===== config.mk =====
export PLATFORM = sky130hd
export DESIGN_NAME = rfs_select
export DESIGN_NICKNAME = d
export VERILOG_FILES = /design/src/design/rfs_freq_mux.v /design/src/design/rfs_select.v
export VERILOG_INCLUDE_DIRS = /design/src /design/src/design
export SDC_FILE = /design/constraint.sdc
export NUM_CORES = 1
export LEC_CHECK = 0
export ABC_CLOCK_PERIOD_IN_PS = 3900
export BUFFER_PORTS_ARGS = -buffer_cell sky130_fd_sc_hd__buf_2
export CORE_MARGIN = 2
export CORE_UTILIZATION = 31
export CTS_CLUSTER_DIAMETER = 200
export DETAILED_ROUTE_END_ITERATION = 8
export GPL_ROUTABILITY_DRIVEN = 1
export GPL_TIMING_DRIVEN = 0
export MAX_ROUTING_LAYER = met4
export PLACE_DENSITY = 0.57
export SYNTH_ARGS = -nofsm -noshare
export SYNTH_HDL_FRONTEND = slang
export SYNTH_SLANG_ARGS = --single-unit

===== constraint.sdc =====
create_clock -name clock -period 3.9 [get_ports clock]
set_input_delay 0.195 -clock clock [delete_from_list [all_inputs] [get_ports clock]]
set_output_delay 0.195 -clock clock [all_outputs]
set_load 0.005 [all_outputs]

===== src/design/rfs_regs.vh =====
// constant definitions for the run and frequency source selector
`ifndef RFS_REGS_VH
`define RFS_REGS_VH

// multi-input terminal layout
`define RFS_NUM_TERMINALS   8
`define RFS_FUNC_W          5
`define RFS_FUNC_SECONDARY  5'h16

// run source codes
`define RFS_RUN_W           3
`define RFS_RUN_KEYPAD      3'h0
`define RFS_RUN_TERM_FR     3'h1
`define RFS_RUN_TERM_RD     3'h2
`define RFS_RUN_SERIAL      3'h3
`define RFS_RUN_FIELDBUS    3'h4

// frequency source codes
`define RFS_FRQ_W           4
`define RFS_FRQ_KEYPAD1     4'h0
`define RFS_FRQ_KEYPAD2     4'h1
`define RFS_FRQ_V_BIPOLAR   4'h2
`define RFS_FRQ_V_UNIPOLAR  4'h3
`define RFS_FRQ_CURRENT     4'h4
`define RFS_FRQ_VBI_PLUS_I  4'h5
`define RFS_FRQ_VUNI_PLUS_I 4'h6
`define RFS_FRQ_RS485       4'h7
`define RFS_FRQ_UPDOWN      4'h8
`define RFS_FRQ_FIELDBUS    4'h9

// data widths
`define RFS_IN_W            16
`define RFS_OUT_W           18
`define RFS_STOP_W          2

// reset values
`define RFS_RESET_RUN       3'h1
`define RFS_RESET_FRQ       4'h0
`define RFS_RESET_STOP      2'h0
`define RFS_ZERO_OUT        18'h00000

`endif


===== src/design/rfs_freq_mux.v =====
// frequency reference selection from the active frequency source code
`timescale 1ns/10ps
`default_nettype none
`include "rfs_regs.vh"

module rfs_freq_mux
(
   input  wire [`RFS_FRQ_W-1:0] freq_source,
   input  wire [`RFS_IN_W-1:0]  keypad_freq_one,
   input  wire [`RFS_IN_W-1:0]  keypad_freq_two,
   input  wire [`RFS_IN_W-1:0]  voltage_ref_input,
   input  wire [`RFS_IN_W-1:0]  current_ref_input,
   input  wire [`RFS_IN_W-1:0]  rs485_freq,
   input  wire [`RFS_IN_W-1:0]  updown_freq,
   input  wire [`RFS_IN_W-1:0]  fieldbus_freq,
   output reg  [`RFS_OUT_W-1:0] freq_value,
   output reg                   freq_code_valid
);

   wire [`RFS_OUT_W-1:0] volt_bipolar;
   wire [`RFS_OUT_W-1:0] volt_unipolar;
   wire [`RFS_OUT_W-1:0] current_ext;

   // voltage is two's complement, everything else unsigned
   assign volt_bipolar  = {{2{voltage_ref_input[`RFS_IN_W-1]}}, voltage_ref_input};
   // unipolar range: negative volts clamp to zero
   assign volt_unipolar = voltage_ref_input[`RFS_IN_W-1] ? `RFS_ZERO_OUT : volt_bipolar;
   assign current_ext   = {2'h0, current_ref_input};

   // two extra bits keep the sums from overflowing
   always @*
   begin
      freq_code_valid = 1'b1;
      case (freq_source)
         `RFS_FRQ_KEYPAD1     : freq_value = {2'h0, keypad_freq_one};
         `RFS_FRQ_KEYPAD2     : freq_value = {2'h0, keypad_freq_two};
         `RFS_FRQ_V_BIPOLAR   : freq_value = volt_bipolar;
         `RFS_FRQ_V_UNIPOLAR  : freq_value = volt_unipolar;
         `RFS_FRQ_CURRENT     : freq_value = current_ext;
         `RFS_FRQ_VBI_PLUS_I  : freq_value = volt_bipolar + current_ext;
         `RFS_FRQ_VUNI_PLUS_I : freq_value = volt_unipolar + current_ext;
         `RFS_FRQ_RS485       : freq_value = {2'h0, rs485_freq};
         `RFS_FRQ_UPDOWN      : freq_value = {2'h0, updown_freq};
         `RFS_FRQ_FIELDBUS    : freq_value = {2'h0, fieldbus_freq};
         default :
         begin
            // unknown code gives zero rather than a stale reference
            freq_value      = `RFS_ZERO_OUT;
            freq_code_valid = 1'b0;
         end
      endcase
   end

endmodule
`default_nettype wire


===== src/design/rfs_select.v =====
// run command and frequency reference source selector with stop sequencing
`timescale 1ns/10ps
`default_nettype none
`include "rfs_regs.vh"

module rfs_select
(
   input  wire                                            clock,
   input  wire                                            rst,
   // multi-function input terminals and their function codes
   input  wire [`RFS_NUM_TERMINALS-1:0]                   multi_inputs,
   input  wire [`RFS_NUM_TERMINALS*`RFS_FUNC_W-1:0]       multi_input_function_selects,
   // source settings
   input  wire [`RFS_RUN_W-1:0]                           primary_run_source,
   input  wire [`RFS_FRQ_W-1:0]                           primary_freq_source,
   input  wire [`RFS_RUN_W-1:0]                           secondary_run_source,
   input  wire [`RFS_FRQ_W-1:0]                           secondary_freq_source,
   input  wire [`RFS_STOP_W-1:0]                          stop_method_select,
   // keypad run sources
   input  wire                                            keypad_run_key,
   input  wire                                            keypad_stop_key,
   input  wire                                            keypad_reverse,
   // control terminal run sources
   input  wire                                            forward_run_input,
   input  wire                                            reverse_run_input,
   // serial and fieldbus run sources
   input  wire                                            serial_run,
   input  wire                                            serial_reverse,
   input  wire                                            fieldbus_run,
   input  wire                                            fieldbus_reverse,
   // frequency sources
   input  wire [`RFS_IN_W-1:0]                            keypad_freq_one,
   input  wire [`RFS_IN_W-1:0]                            keypad_freq_two,
   input  wire [`RFS_IN_W-1:0]                            voltage_ref_input,
   input  wire [`RFS_IN_W-1:0]                            current_ref_input,
   input  wire [`RFS_IN_W-1:0]                            rs485_freq,
   input  wire [`RFS_IN_W-1:0]                            updown_freq,
   input  wire [`RFS_IN_W-1:0]                            fieldbus_freq,
   // motor status from the output stage
   input  wire                                            motor_stopped,
   // results
   output reg                                             secondary_active,
   output reg  [`RFS_RUN_W-1:0]                           active_run_source,
   output reg  [`RFS_FRQ_W-1:0]                           active_freq_source,
   output reg                                             run_command,
   output reg                                             reverse_command,
   output reg  [`RFS_OUT_W-1:0]                           freq_reference,
   output reg                                             decel_request,
   output reg  [`RFS_STOP_W-1:0]                          decel_method,
   output reg                                             source_switched,
   output reg                                             source_code_error
);

   // one-hot motor sequencing states
   localparam [2:0] ST_IDLE  = 3'h1;
   localparam [2:0] ST_RUN   = 3'h2;
   localparam [2:0] ST_DECEL = 3'h4;

   reg  [2:0]                      state;
   reg  [2:0]                      next_state;
   reg                             keypad_latch;
   reg                             next_keypad_latch;
   wire [`RFS_NUM_TERMINALS-1:0]   secondary_hits;
   wire                            secondary_now;
   wire [`RFS_RUN_W-1:0]           run_source_now;
   wire [`RFS_FRQ_W-1:0]           freq_source_now;
   reg                             run_now;
   reg                             reverse_now;
   reg                             run_code_valid;
   wire [`RFS_OUT_W-1:0]           freq_now;
   wire                            freq_code_valid;

   // each terminal votes when coded for secondary switching and asserted
   genvar t;
   generate
      for (t = 0; t < `RFS_NUM_TERMINALS; t = t + 1)
      begin : g_term
         assign secondary_hits[t] = multi_inputs[t] &
            (multi_input_function_selects[t*`RFS_FUNC_W +: `RFS_FUNC_W] == `RFS_FUNC_SECONDARY);
      end
   endgenerate

   // several terminals may carry the function; any one of them switches
   assign secondary_now = |secondary_hits;

   // source set chosen from the live terminal level, no latching
   assign run_source_now  = secondary_now ? secondary_run_source  : primary_run_source;
   assign freq_source_now = secondary_now ? secondary_freq_source : primary_freq_source;

   // keypad run latch: stop key beats run key when both pressed
   always @*
   begin
      next_keypad_latch = keypad_latch;
      if (keypad_stop_key)
      begin
         next_keypad_latch = 1'b0;
      end
      else if (keypad_run_key)
      begin
         next_keypad_latch = 1'b1;
      end
   end

   // run command and direction from the active run source
   always @*
   begin
      run_now        = 1'b0;
      reverse_now    = 1'b0;
      run_code_valid = 1'b1;
      case (run_source_now)
         `RFS_RUN_KEYPAD :
         begin
            // keys only; terminals are ignored here
            run_now     = next_keypad_latch;
            reverse_now = keypad_reverse;
         end
         `RFS_RUN_TERM_FR :
         begin
            // both terminals on is contradictory, treated as stop
            run_now     = forward_run_input ^ reverse_run_input;
            reverse_now = reverse_run_input & ~forward_run_input;
         end
         `RFS_RUN_TERM_RD :
         begin
            run_now     = forward_run_input;
            reverse_now = reverse_run_input;
         end
         `RFS_RUN_SERIAL :
         begin
            run_now     = serial_run;
            reverse_now = serial_reverse;
         end
         `RFS_RUN_FIELDBUS :
         begin
            run_now     = fieldbus_run;
            reverse_now = fieldbus_reverse;
         end
         default :
         begin
            // unknown code must never start the motor
            run_code_valid = 1'b0;
         end
      endcase
   end

   // frequency reference from the active frequency source
   rfs_freq_mux u_freq_mux
   (
      .freq_source       (freq_source_now),
      .keypad_freq_one   (keypad_freq_one),
      .keypad_freq_two   (keypad_freq_two),
      .voltage_ref_input (voltage_ref_input),
      .current_ref_input (current_ref_input),
      .rs485_freq        (rs485_freq),
      .updown_freq       (updown_freq),
      .fieldbus_freq     (fieldbus_freq),
      .freq_value        (freq_now),
      .freq_code_valid   (freq_code_valid)
   );

   // motor sequencing: losing the run command always ends in a ramp
   always @*
   begin
      next_state = state;
      case (state)
         ST_IDLE :
         begin
            if (run_now)
            begin
               next_state = ST_RUN;
            end
         end
         ST_RUN :
         begin
            // a switch that keeps the command true leaves this state alone
            if (!run_now)
            begin
               next_state = ST_DECEL;
            end
         end
         ST_DECEL :
         begin
            // a fresh run command during the ramp resumes running
            if (run_now)
            begin
               next_state = ST_RUN;
            end
            else if (motor_stopped)
            begin
               next_state = ST_IDLE;
            end
         end
         default :
         begin
            next_state = ST_IDLE;
         end
      endcase
   end

   // state and keypad latch
   always @(posedge clock or posedge rst)
   begin
      if (rst)
      begin
         state        <= ST_IDLE;
         keypad_latch <= 1'b0;
      end
      else
      begin
         state        <= next_state;
         keypad_latch <= next_keypad_latch;
      end
   end

   // registered outputs refreshed every cycle, except reverse_command which updates only while running
   always @(posedge clock or posedge rst)
   begin
      if (rst)
      begin
         secondary_active   <= 1'b0;
         active_run_source  <= `RFS_RESET_RUN;
         active_freq_source <= `RFS_RESET_FRQ;
         run_command        <= 1'b0;
         reverse_command    <= 1'b0;
         freq_reference     <= `RFS_ZERO_OUT;
         source_switched    <= 1'b0;
         source_code_error  <= 1'b0;
      end
      else
      begin
         secondary_active   <= secondary_now;
         active_run_source  <= run_source_now;
         active_freq_source <= freq_source_now;
         run_command        <= run_now;
         // direction holds during the ramp so the motor slows the way it ran
         if (run_now)
         begin
            reverse_command <= reverse_now;
         end
         freq_reference     <= freq_now;
         // one-cycle pulse on each change of source set
         source_switched    <= secondary_now ^ secondary_active;
         source_code_error  <= ~run_code_valid | ~freq_code_valid;
      end
   end

   // deceleration request carries the stop method chosen by the user
   always @(posedge clock or posedge rst)
   begin
      if (rst)
      begin
         decel_request <= 1'b0;
         decel_method  <= `RFS_RESET_STOP;
      end
      else
      begin
         decel_request <= (next_state == ST_DECEL);
         // method sampled as the ramp begins so a later change cannot upset it
         if ((state == ST_RUN) && (next_state == ST_DECEL))
         begin
            decel_method <= stop_method_select;
         end
      end
   end

endmodule
`default_nettype wire


## Word-level counts from Yosys, hierarchy flattened

Index checks and enable logic that the tools add are counted.

- Output and inout bits: 33
- Register bits: 37

- Add/subtract/negate cells: 2
- Equal/unequal tests: 25
- Bitwise operators: 15
- Reduce and logical (&&, ||, !) cells: 6
- Muxes and demuxes: 15

Operator list:

| cell | number |
|---|---|
| $pmux W18 S10 | 1 |
| $eq A5 B5 Y1 const B | 8 |
| $add A16 B17 Y18 | 1 |
| $add A18 B16 Y18 | 1 |
| $eq A4 B3 Y1 const B | 4 |
| $mux W15 | 1 |
| $mux W3 | 5 |
| $pmux W1 S5 | 2 |
| $reduce_or A10 Y1 | 1 |
| $and A1 B1 Y1 | 9 |
| $eq A3 B2 Y1 const B | 3 |
| $eq A3 B3 Y1 const B | 3 |
| $pmux W3 S3 | 1 |
| $eq A4 B2 Y1 const B | 2 |
| $eq A4 B4 Y1 const B | 2 |
| $reduce_or A8 Y1 | 1 |
| $eq A3 B1 Y1 const B | 2 |
| $reduce_or A5 Y1 | 1 |
| $eq A4 B1 Y1 const B | 1 |
| $logic_not A4 Y1 | 1 |
| $mux W1 | 4 |
| $mux W4 | 1 |
| $logic_not A3 Y1 | 1 |
| $not A1 Y1 | 3 |
| other kinds (3) | 4 |

## Longest topological paths before layout

- Depth in word-level cells: 10
- Gate-level depth with buffers: 11
- Gate-level depth less buffers: 10

## Cells and area by module

From an unflattened synthesis, not the netlist that was laid out.

- Cells, all modules: 507
- Area total of the unflattened synthesis: 4282.9 µm²

By module, submodules not included:

| module | cells an instance | instances | area each (µm²) |
|---|---|---|---|
| rfs_freq_mux | 392 | 1 | 2713.9 |
| rfs_select | 115 | 1 | 1569.0 |

## Worst setup path before layout

No wires, ideal clock.

- Kind: input-to-reg
- Start point: in voltage_ref_input[15]
- End point: reg freq_reference[16]
- Stages: 11
- Data arrival time: 2724 ps
- Required time: 3761 ps
- Buffers on the path: 1
- Path slack: 1037 ps
- Cell sequence: clkbuf_1 nor2b_1 ha_1 fa_1 a211oi_1 o21ai_1 a311oi_1 nor2_1 o31ai_2 a21oi_1 or4_1

- Word-level cells in the longest chain between the ends: 3

RTL lines:

| item | line | text |
|---|---|---|
| start, declared | rfs_select.v:34 | `` input wire [`RFS_IN_W-1:0] voltage_ref_input, `` |
| $mux W15 | rfs_freq_mux.v:27 | `` assign volt_unipolar = voltage_ref_input[`RFS_IN_W-1] ? `RFS_ZERO_OUT : volt_bipolar; `` |
| $add A18 B16 Y18 | rfs_freq_mux.v:41 | `` `RFS_FRQ_VUNI_PLUS_I : freq_value = volt_unipolar + current_ext; `` |
| $pmux W18 S10 * | rfs_freq_mux.v:34 | `case (freq_source)` |
| net freq_now[16] | rfs_select.v:70 | `` wire [`RFS_OUT_W-1:0] freq_now; `` |
| end signal, assigned | rfs_select.v:225 | `` freq_reference <= `RFS_ZERO_OUT; `` |
| end signal, assigned | rfs_select.v:240 | `freq_reference <= freq_now;` |
| end, declared | rfs_select.v:47 | `` output reg [`RFS_OUT_W-1:0] freq_reference, `` |

The timed path passes the listed nets; every way through them passes the cells marked *.
A chain may end at the register's enable or synchronous reset.

## Final worst setup path

Ends and elaborated chain as after synthesis.

==> impl_results.md <==
- Distinct cells, synth: 66
- Die Area: 0.0144 mm2
- Register area share after synthesis: 0.222
- R2R Path End: decel_method[1]
- Max-slew violations: 0
- CP endpoint kind: register
- Vias in the first global route: 4737
- Worst relative slew slack: 0.426
- Worst-skew pair later-pin latency: 280 ps
- Routed Antenna Nets: 0
- DRT Pass-1 Iters: 5
- Htree depth: 2
- Most common cell after layout, fill and taps aside: buf_2
- Fin cells: between 800 and 900
- Post-CTS Setup Repair Bufs: 0
- Clk buf depth: 2
- Min Tclk post-route: 3430 ps
- RSZ-0062 raised after global routing: false
- GRT Util Overall: 0.236
- Yosys warns: 0
- Crit-path slowest cell: or4_1
- GRT Residual Overflow: 0
- # clock sinks: 37
- CP startpoint: voltage_ref_input[15]
- Port Buffers: between 200 and 250
- Syn nets: 712
- Post-synth ARST share: 1.00
- Crit path kind: in2reg
- Routability cong.: 0.956
- Nets: ~940
- Finished Cell Area: 0.00568 mm2
- Top cell type's share of synthesized area: 0.209
- Final setup viols: 0
- Worst path max stage delay: 540 ps
- Syn avg cell area: 8.56 um2
- Clock transition at the registers of the reported paths: 60 ps
- Die H: about 120 um
- Clk root buf: clkbuf_16
- Crit start category: input pin
- Post-synth EDFFs: 0
- Top cells by area, synth: dfrtp_1, ha_1, a22oi_1, nand2_1, nor2b_1
- Post-route DRC violation count: 0
- R2R depth: 6
- Top_reg_cell synth: dfrtp_1
- Area Growth Syn to Fin: 35.6%
- Hold WS: 45.5 ps
- Outcome: finished, final reports clean
- Area leader, netlist: dfrtp_1
- Worst Clk Skew: 6.04 ps
- Vias: 5036
- R2R Path Start: keypad_latch
- Hold-fix buffers at CTS: 0
- Die X: 120 um
- 1st-iter DRT viols: 504
- Max VDD drop: 0.190 mV
- CTS resizes: 0
- Hold Crit Class: in2async
- Post-DP Area: 0.00551 mm2
- Drt wl/cell: a little under 20 um
- Share of cells above drive strength 1: 0.378
- Maxcap violations: 0
- Pwr Density: 281 mW/mm2
- Cells after Synth: 489
- Reg-to-reg slack, setup: 2040 ps
- Worst EP required: a little over 4000 ps
- Core Rows: 42
- Largest net degree at the start of global routing: 38
- Cell Chain, Critical Path: buf_2 -> clkbuf_1 -> nor2b_1 -> ha_1 -> fa_1 -> a211oi_1 -> o21ai_1 -> a311oi_1 -> nor2_1 -> o31ai_2 -> a21oi_1 -> or4_1
- Global-route wire length before repair: 25600 um
- Critical Path AT: around 3600 ps
- Setup_tns: 0 ps
- Critical Path End: freq_reference[16]
- Period utilization: 0.880
- # diodes: 0
- CP Max Fanout: 10
- CTS tree: yes
- Mapped Area: ~0.0042 mm2
- Slew @ Worst Pin: around 840 ps
- CTS Buf Count: 5
- I/O Pins: roughly 220
- Vias per Instance: 5.64
- Hpwl dp: 14300 um
- DRT Wirelength: 17400 um
- Fin. Hold Viols: 0
- Placed insts: slightly below 900
- Initial Util: 0.317
- Most frequent cells in the layout: buf_2, nand2_1, dfrtp_1
- Initial antenna violation count: 0
- Register bit total from synthesis: 37
- Highest clock rate: 0.291 GHz
- CORE AREA: approximately 0.013 mm2
- Leakage: 2.77 nW
[metrics by stage]
stage	util	power (W)	worst slack, ps
final	0.430	0.00160	468
after global routing	0.430	0.00169	200
after CTS	0.430	0.00160	519
after detailed placement	0.417	0.00113	228
after global placement	0.417	0.00112	246
after floorplan	-	0.000851	1040
[power breakdown]
part	internal, W	leakage [nW]	switching (W)
Clock	0.000303	0.0842	0.000161
Sequential	0.000447	0.464	0.0000283
Combinational	0.000308	2.23	0.000350
Total	0.00106	2.77	0.000540
[metal layers]
metal	share of wire	vias to the layer above	track usage
met5	0	-	-
met4	0.015	0	0.0507
met3	0.074	23	0.0335
met2	0.50	237	0.411
met1	0.41	2412	0.292
li1	-	2364	-
[layout make-up]
class / instances / area [um2]
buffer: 14 / 83.8
clock buffer: 5 / 125
clock inverter: 3 / 43.8
fill: 1326 / 7510
inverter: 15 / 56.3
multi-input combinational: 423 / 3120
sequential: 37 / 928
tap: 176 / 220
timing repair buffer: 220 / 1100
[cells in the mapped netlist (3+ instances only)]
library cell	instances
nand2_1	45
dfrtp_1	35
ha_1	33
nor2_1	28
nor2b_1	27
o21ai_0	27
a22oi_1	26
a21oi_1	24
nand3_1	20
xnor2_1	17
a222oi_1	15
inv_1	15
buf_2	10
a21o_1	9
a221oi_1	8
a22o_1	8
mux2i_1	8
a211oi_1	7
nand4bb_1	7
xor2_1	7
a31o_2	6
and3_1	6
o22ai_1	6
a221o_1	5
mux2_2	5
nor3_1	5
nor4_1	5
o21a_1	5
o21bai_1	5
mux2i_2	4
nand2b_1	4
nand4_1	4
a32oi_1	3
nor3b_1	3
or3_1	3
[flip-flops by register name, indices dropped and copies added, names as in the netlist]
name	flops
freq_reference	18
active_freq_source	4
active_run_source	3
state	3
decel_method	2
decel_request	1
keypad_latch	1
reverse_command	1
run_command	1
secondary_active	1
source_code_error	1
source_switched	1
[kinds of logic after synthesis]
| kind of cell | share of synthesized area |
|---|---|
| buffers and inverters | 0.0335 |
| AO/OA/AOI/OAI | 0.298 |
| adder cells (fa/ha/maj) | 0.108 |
| flip-flops | 0.222 |
| AND/OR/NAND/NOR | 0.219 |
| XOR/XNOR | 0.0502 |
| multiplexers | 0.0691 |
[worst min-delay path by stage]
stage / from / end / slack [ps] / cells past startpoint
after global routing: rst / freq_reference[3] / 130 / 2
after global placement: stop_method_select[0] / decel_method[0] / 410 / 2
after CTS: rst / freq_reference[3] / 90 / 2
after floorplan: stop_method_select[0] / decel_method[0] / 330 / 1
final: rst / freq_reference[6] / 50 / 2
after detailed placement: rst / freq_reference[6] / 390 / 2
[critical path, delay by kind of cell]
kind | cells | cell delay (ps)
AOI/OAI and AO/OA | 5 | 1270
buffers and inverters | 2 | 600
adders and majority gates | 2 | 720
and+or+nand+nor | 3 | 780
No activity file was read; power rests on OpenSTA's default activity.
